`config.mk`:
```
export PLATFORM = sky130hd
export DESIGN_NAME = supervisor_reset_watchdog
export DESIGN_NICKNAME = d
export VERILOG_FILES = /design/src/verilog/supervisor_pkg.sv /design/src/verilog/supervisor_reset_watchdog.sv /design/src/verilog/pin_debouncer.sv
export SDC_FILE = /design/constraint.sdc
export NUM_CORES = 1
export LEC_CHECK = 0
export BUFFER_PORTS_ARGS = -buffer_cell sky130_fd_sc_hd__clkbuf_2
export CORE_ASPECT_RATIO = 1.75
export CORE_MARGIN = 2
export CORE_UTILIZATION = 55
export DETAILED_ROUTE_END_ITERATION = 6
export PLACE_DENSITY = 0.72
export SLEW_MARGIN = 20
export SYNTH_ARGS = -nofsm -noshare
export SYNTH_HDL_FRONTEND = slang
export SYNTH_HIERARCHICAL = 1
export SYNTH_SLANG_ARGS = --single-unit
```
`constraint.sdc`:
```
create_clock -name clk_sys -period 4.21 [get_ports clk_sys]
set_input_delay 0.6315 -clock clk_sys [delete_from_list [all_inputs] [get_ports clk_sys]]
set_output_delay 0.6315 -clock clk_sys [all_outputs]
set_load 0.01 [all_outputs]
```
`src/verilog/supervisor_pkg.sv`:
```
// Package with timing constants, select codes and carrier types of the reset supervisor.
package supervisor_pkg;
   // Clock period of clk_sys in nanoseconds (10 MHz).
   localparam int unsigned CLK_PERIOD_NS = 100;
   // Nominal durations in milliseconds; the supply-fail delay is in microseconds.
   localparam int unsigned WDT_SHORT_MS = 150;
   localparam int unsigned WDT_MID_MS = 600;
   localparam int unsigned WDT_LONG_MS = 1200;
   localparam int unsigned RESET_PERIOD_MS = 600;
   localparam int unsigned MANUAL_RESET_ASSERT_DELAY_MS = 20;
   localparam int unsigned SUPPLY_FAIL_ASSERT_DELAY_US = 8;
   localparam int unsigned NS_PER_MS = 1000000;
   localparam int unsigned NS_PER_US = 1000;
   // Derived cycle counts; nominal times are exact multiples of the period.
   localparam int unsigned WDT_SHORT_CYC = WDT_SHORT_MS * (NS_PER_MS / CLK_PERIOD_NS);
   localparam int unsigned WDT_MID_CYC = WDT_MID_MS * (NS_PER_MS / CLK_PERIOD_NS);
   localparam int unsigned WDT_LONG_CYC = WDT_LONG_MS * (NS_PER_MS / CLK_PERIOD_NS);
   localparam int unsigned RESET_PERIOD_CYC = RESET_PERIOD_MS * (NS_PER_MS / CLK_PERIOD_NS);
   localparam int unsigned DEBOUNCE_CYC = MANUAL_RESET_ASSERT_DELAY_MS * (NS_PER_MS / CLK_PERIOD_NS);
   // Longest time, rounded down.
   localparam int unsigned SUPPLY_FAIL_ASSERT_CYC = (SUPPLY_FAIL_ASSERT_DELAY_US * NS_PER_US) / CLK_PERIOD_NS;
   localparam int unsigned TIMER_WIDTH = 24;
   // Three-level timeout select as seen through a tri-level detector.
   typedef enum logic [1:0] {
      TSEL_LOW = 2'h0,
      TSEL_OPEN = 2'h1,
      TSEL_HIGH = 2'h2
   } timeout_select_type;
   // Trip tolerance: low picks the tighter threshold.
   localparam logic TOL_TIGHT = 1'h0;
   localparam logic TOL_LOOSE = 1'h1;
   // Supply status carried as a group.
   typedef struct packed {
      logic below_tight;
      logic below_loose;
   } supply_status_type;
   // Reset pair to the host.
   typedef struct packed {
      logic reset;
      logic reset_n;
   } reset_out_type;
endpackage : supervisor_pkg

```
`src/verilog/supervisor_reset_watchdog.sv`:
```
// Reset supervisor: supply monitor, manual reset and watchdog driving a reset pair.
// Operation
// Timeout select low, open, high gives 150, 600, 1200 ms watchdog period.
// Reset active on low supply, manual reset, power-up, watchdog expiry.
// Active-low reset is always the exact complement of active-high reset.
// Tolerance select low picks tighter trip, high picks looser trip.
// After supply recovers, reset stays active for the 600 ms reset period.
// Manual low for 20 ms asserts reset; held 250 ms or more after release.
// Manual reset input is debounced and reads high when undriven.
// Reset becomes active within 20 ms of manual input stably low.
// Reset asserts within 8 us of supply falling below trip.
// Reset held continuously while supply is below trip during power-down.
// Watchdog cannot be disabled; every unstrobed timeout resets.
// Host strobes faster than the minimum selected watchdog timeout.
// Watchdog starts after reset release; each strobe falling edge restarts it.
// After a watchdog reset ends, watchdog timing restarts from zero.
// All timing comes from one timebase with parameterised cycle counts.
// Overlapping causes keep reset until last clears plus full period.
`timescale 1ns/1ps
`default_nettype none
module supervisor_reset_watchdog
   import supervisor_pkg::*;
#(
   parameter int unsigned WDT_SHORT = WDT_SHORT_CYC,
   parameter int unsigned WDT_MID = WDT_MID_CYC,
   parameter int unsigned WDT_LONG = WDT_LONG_CYC,
   parameter int unsigned RESET_PERIOD = RESET_PERIOD_CYC,
   parameter int unsigned DEBOUNCE = DEBOUNCE_CYC
) (
   // Clock and power-on reset
   input wire logic clk_sys,
   input wire logic rst,
   // Supply comparators and selects
   input wire supply_status_type supply_status,
   input wire logic trip_tolerance_select,
   input wire timeout_select_type timeout_select,
   // Host pins
   input wire logic manual_reset_n,
   input wire logic watchdog_strobe_n,
   output reset_out_type reset_out
);
   typedef enum logic [1:0] {
      ST_RESET = 2'b01,
      ST_RUN = 2'b10
   } state_type;

   state_type state_q;
   supply_status_type sup1_q, sup2_q;
   logic tol1_q, tol2_q;
   logic stb1_q, stb2_q, stb3_q;
   logic [1:0] tsel1_q, tsel2_q;
   logic manual_low;
   logic supply_low;
   logic strobe_fall;
   logic wdt_expire;
   logic cause_active;
   logic [TIMER_WIDTH-1:0] hold_q;
   logic [TIMER_WIDTH-1:0] wdt_q;
   logic [TIMER_WIDTH-1:0] wdt_limit;
   logic reset_q;
   logic [TIMER_WIDTH-1:0] quiet_q;

   // Debounce also covers the pull-up: an undriven pin is modelled high by the pad.
   pin_debouncer #(.STABLE_CYC(DEBOUNCE)) u_manual (
      .clk_sys(clk_sys),
      .rst(rst),
      .pin_n(manual_reset_n),
      .stable_low(manual_low)
   );

   // Comparators and strap cross together; choosing before the flops would read an unsynchronised pin.
   always_ff @(posedge clk_sys) begin
      if (rst) begin
         sup1_q <= '1;
         sup2_q <= '1;
         tol1_q <= TOL_TIGHT;
         tol2_q <= TOL_TIGHT;
      end else begin
         sup1_q <= supply_status;
         sup2_q <= sup1_q;
         tol1_q <= trip_tolerance_select;
         tol2_q <= tol1_q;
      end
   end

   always_ff @(posedge clk_sys) begin
      if (rst) begin
         stb1_q <= 1'h1;
         stb2_q <= 1'h1;
         stb3_q <= 1'h1;
      end else begin
         stb1_q <= watchdog_strobe_n;
         stb2_q <= stb1_q;
         stb3_q <= stb2_q;
      end
   end

   always_ff @(posedge clk_sys) begin
      if (rst) begin
         tsel1_q <= TSEL_LOW;
         tsel2_q <= TSEL_LOW;
      end else begin
         tsel1_q <= timeout_select;
         tsel2_q <= tsel1_q;
      end
   end

   // Tolerance select picks which comparator trips.
   assign supply_low = (tol2_q == TOL_TIGHT) ? sup2_q.below_tight : sup2_q.below_loose;
   assign strobe_fall = stb3_q & ~stb2_q;

   // Select timeout period; an illegal code falls back to the shortest.
   always_comb begin
      unique case (tsel2_q)
         TSEL_OPEN: wdt_limit = TIMER_WIDTH'(WDT_MID);
         TSEL_HIGH: wdt_limit = TIMER_WIDTH'(WDT_LONG);
         default: wdt_limit = TIMER_WIDTH'(WDT_SHORT);
      endcase
   end

   assign wdt_expire = (state_q == ST_RUN) && (wdt_q >= wdt_limit - TIMER_WIDTH'(1));
   // Supply-low enters reset directly, well inside the 8 us bound.
   assign cause_active = supply_low | manual_low;

   // Reset sequencer; the power-on reset starts it in the reset state.
   always_ff @(posedge clk_sys) begin
      if (rst) begin
         state_q <= ST_RESET;
         hold_q <= '0;
      end else begin
         unique case (state_q)
            ST_RESET: begin
               // Any live cause reloads the hold so the period counts from the last release.
               if (cause_active) begin
                  hold_q <= '0;
               end else if (hold_q >= TIMER_WIDTH'(RESET_PERIOD - 1)) begin
                  state_q <= ST_RUN;
                  hold_q <= '0;
               end else begin
                  hold_q <= hold_q + TIMER_WIDTH'(1);
               end
            end
            ST_RUN: begin
               // No enable exists: expiry always re-enters reset.
               if (cause_active || wdt_expire) begin
                  state_q <= ST_RESET;
                  hold_q <= '0;
               end
            end
         endcase
      end
   end

   // Watchdog counts only while released and clears on every strobe falling edge.
   always_ff @(posedge clk_sys) begin
      if (rst || state_q != ST_RUN || strobe_fall || wdt_expire) begin
         wdt_q <= '0;
      end else begin
         wdt_q <= wdt_q + TIMER_WIDTH'(1);
      end
   end

   // Output is registered and cause-driven, so a live cause takes effect in one edge.
   always_ff @(posedge clk_sys) begin
      if (rst) begin
         reset_q <= 1'h1;
      end else begin
         reset_q <= (state_q == ST_RESET) | cause_active | wdt_expire;
      end
   end

   // Counts how long reset has stood with no live cause; only the period checks read it.
   always_ff @(posedge clk_sys) begin
      if (rst || cause_active || !reset_q) begin
         quiet_q <= '0;
      end else if (quiet_q != '1) begin
         quiet_q <= quiet_q + TIMER_WIDTH'(1);
      end
   end

   assign reset_out.reset = reset_q;
   assign reset_out.reset_n = ~reset_q;
endmodule // supervisor_reset_watchdog
`default_nettype wire

```
`src/verilog/pin_debouncer.sv`:
```
// Synchroniser and debouncer for an active-low pin.
`timescale 1ns/1ps
`default_nettype none
module pin_debouncer
   import supervisor_pkg::*;
#(
   parameter int unsigned STABLE_CYC = DEBOUNCE_CYC
) (
   // Clock and reset
   input wire logic clk_sys,
   input wire logic rst,
   // Pin and result
   input wire logic pin_n,
   output logic stable_low
);
   logic sync1_q;
   logic sync2_q;
   logic [TIMER_WIDTH-1:0] cnt_q;

   always_ff @(posedge clk_sys) begin
      if (rst) begin
         sync1_q <= 1'h1;
         sync2_q <= 1'h1;
      end else begin
         sync1_q <= pin_n;
         sync2_q <= sync1_q;
      end
   end

   // Bounce restarts the count, so only a continuous low is accepted.
   always_ff @(posedge clk_sys) begin
      if (rst || sync2_q) begin
         cnt_q <= '0;
         stable_low <= 1'h0;
      end else if (cnt_q >= TIMER_WIDTH'(STABLE_CYC - 1)) begin
         stable_low <= 1'h1;
      end else begin
         cnt_q <= cnt_q + TIMER_WIDTH'(1);
      end
   end
endmodule // pin_debouncer
`default_nettype wire

```
==> key figures <==
Logic synthesis
  • Sequential area share after synthesis: 40.65%
  • Syn Area/Cell: 8.736 sq um
  • Yosys warns: 6
  • Yosys reg bits: 91
  • EDFF count, synth: 0
  • Synth top cells by count: dfxtp_1 (91), nor3_1 (36), inv_1 (32)
  • Top cells by area, synth: dfxtp_1 (41%), ha_1 (6.1%), xnor2_1 (4.3%)
  • Post-synthesis cell count: 513
  • Top-count cell post-synth: dfxtp_1
  • Post-Synthesis Cell Area: 4482 sq um
  • Post-synth top area cell: dfxtp_1
  • Post-synth cell types: 58
  • Post-synthesis net count: 544
  • Asr flop ratio synth: 0%
  • Main flop type after synthesis: dfxtp_1
  • Synth top area share: 40.65%

Route
  • Vias: 3,613
  • Wire per inst: 14.46 um
  • Initial DRC Count: 200
  • Via density: 5.942
  • DRT antenna net count: 0
  • DRC Markers: 0
  • Pre-Repair DR Iteration Count: 4
  • Drt total wl: 8793 um

Power
  • VDD IR max: 0.0002695 V
  • Leak: 1.674 nW
  • Power Density: 346.3 nW/um^2

Timing
  • Slew Viols, Final: 0
  • RSZ-0062 raised after global routing: no
  • Max-slew headroom at the worst pin: 32.42%
  • Final setup vio count: 0
  • Worst Tran Pin Value: 1.011 ns
  • Final Skew: 0.008167 ns
  • Hold Worst Slack: 0.4087 ns
  • Final period util: 69.40%
  • Endpoints failing hold: 0
  • Max Clk Rate: 342.3 MHz
  • Post-layout minimum cycle time: 2.922 ns
  • Setup TNS Final: 0 ns

Clock tree
  • Clk sink count: 91
  • Cts bufs inserted: 9
  • Post-CTS sizing: 0
  • Clk_lat worst skew: 0.34 ns
  • Root Buffer: clkbuf_16
  • Postcts setup bufs: 0
  • Clock-pin slew on the worst setup and hold paths: 0.07 ns
  • Hold-fix buffers, CTS: 0
  • CTS tree: done
  • H-tree Lvls: 3
  • Longest Clk Path Bufs: 2

Floorplanning
  • Io pins: 11
  • Cell Rows: 43
  • Initial Util: 56.67%
  • DIE AREA: 8915 sq um
  • DIE HEIGHT: 123.4 um
  • Core box area: 7909 sq um
  • Die width: 72.24 um

Critical path
  • CP Launch Type: flip-flop
  • Setup crit end kind: flip-flop
  • CP Max Fanout: 24
  • Crit Path Class: reg2reg
  • Worst Path Arrival: 3.10 ns
  • Reg2reg path depth: 7
  • Worst Path Required: 4.39 ns
  • R2R Path End: wdt_q[20]
  • RR Startpoint: tsel2_q[0]
  • R2R Setup Slk: 1.29 ns

Global routing
  • Largest net degree at the start of global routing: 28
  • Initial antenna violation count: 0
  • Total grt overflow: 0
  • Number of global-route vias before repair: 3,381
  • Tot GR Track Use: 21.78%
  • First-pass GRT wire length: 15,280 um

Placed design
  • Hpwl dp: 6386 um
  • GP Congestion: 0.8682
  • I/O Buffers: 10
  • Placed Area: 4538 sq um

Worst hold path
  • Hold_sp: sup1_q[1]
  • Worst hold endpoint: sup2_q[1]
  • Hold Path Stages: 1
  • HP Class: reg2reg

Cells and area
  • Sequential cell area: 1822 sq um
  • N_diodes: 0
  • Share of post-route cells with drive strength above 1: 10.23%
  • Total Nets Final: 545
  • Design area: 4811 sq um
  • Area of the multi-input gates: 2434 sq um
  • FILL cells: 709
  • Synth-to-layout area growth: 7.342%
  • Post-layout util: 60.83%

Flow run
  • Max Cap Viol: 0

Outcome
  • Status: complete, no violations
placed cells by master, fill, tap and decap left out, types with 4 or more instances in the layout:
| master | synthesis | final |
|---|---|---|
| o21a_1 | 4 | 4 |
| nand4_1 | 18 | 18 |
| a31oi_1 | 6 | 6 |
| clkbuf_2 | 0 | 10 |
| nand3_1 | 23 | 23 |
| ha_1 | 22 | 22 |
| xor2_1 | 16 | 16 |
| o211ai_1 | 8 | 8 |
| xnor2_1 | 22 | 22 |
| o22ai_1 | 5 | 5 |
| or2_2 | 11 | 11 |
| and2_1 | 9 | 9 |
| nor2_1 | 30 | 30 |
| a21oi_1 | 15 | 15 |
| inv_1 | 32 | 32 |
| nor2b_1 | 9 | 9 |
| nor3_1 | 36 | 36 |
| or4_1 | 7 | 7 |
| nand2_1 | 28 | 28 |
| clkbuf_16 | 0 | 9 |
| nor4_1 | 6 | 6 |
| o21ai_0 | 28 | 28 |
| dfxtp_1 | 91 | 91 |
| and4_1 | 6 | 6 |
| and3_1 | 11 | 11 |
| or3_1 | 9 | 9 |
routing by layer:
layer  GRT usage (%)  share of wire [%]
met3           5.379                2.8
met5               0                  0
met2           38.47                 53
met4           9.788                2.8
met1           24.19                 41
metrics by stage:
stage                     power [W]  worst slack, ns  instances
after floorplan           0.0009269            1.770        513
after global placement    0.0009378            1.261        593
after detailed placement  0.0009400            1.268        593
after CTS                  0.001683            1.235        608
after global routing       0.001732            1.067        608
final                      0.001666            1.288        608
power by group:
group / internal (W) / leakage, nW / total, W / switching (W)
Sequential: 0.000870 / 0.737 / 0.000873 / 0.00000355
Combinational: 0.0000180 / 0.804 / 0.0000465 / 0.0000284
Clock: 0.000403 / 0.133 / 0.000746 / 0.000343
Total: 0.00129 / 1.67 / 0.00167 / 0.000375
sequential cells by signal (all words and copies together) (netlist names), 2 cells and up:
register / cells
tsel2_q: 2
sup2_q: 2
tsel1_q: 2
hold_q: 24
wdt_q: 24
state_q: 2
u_manual/cnt_q: 24
sup1_q: 2
cell families (layout without fill, tap and decap cells):
family | Yosys count | after routing | synth area share (%)
buf+inv | 52 | 57 | 5.053
simple gates | 218 | 218 | 26.88
compound gates | 90 | 90 | 13.37
flops | 91 | 91 | 40.65
fa+ha+maj | 22 | 22 | 6.142
xor+xnor | 38 | 38 | 7.426
mux | 2 | 2 | 0.4746
area by class of cell:
class | count | area share (%)
clock buffer | 9 | 4.681
inverter | 32 | 2.497
tap | 90 | 2.341
multi-input combinational | 370 | 50.59
timing repair buffer | 10 | 1.040
sequential | 91 | 37.87
clock inverter | 6 | 0.9883
worst max-delay path: stages, from the launching register on:
cell and delay (ns):
dfxtp_1 0.34, inv_1 0.07, ha_1 0.36, ha_1 0.29
nand4_1 0.11, or4_1 0.63, o211ai_2 0.83, nor3_1 0.12
how the worst max path moves through the flow:
stage | depth (start not counted) | slack, ns | endpoint | startpoint
after CTS | 7 | 1.24 | wdt_q[20] | tsel2_q[0]
final | 7 | 1.29 | wdt_q[20] | tsel2_q[0]
after global routing | 8 | 1.07 | wdt_q[1] | tsel2_q[1]
after detailed placement | 7 | 1.27 | wdt_q[16] | tsel2_q[0]
after global placement | 6 | 1.26 | hold_q[13] | rst
after floorplan | 9 | 1.77 | hold_q[20] | tsel2_q[0]
Note: power is estimated with default switching activity, not from simulation.
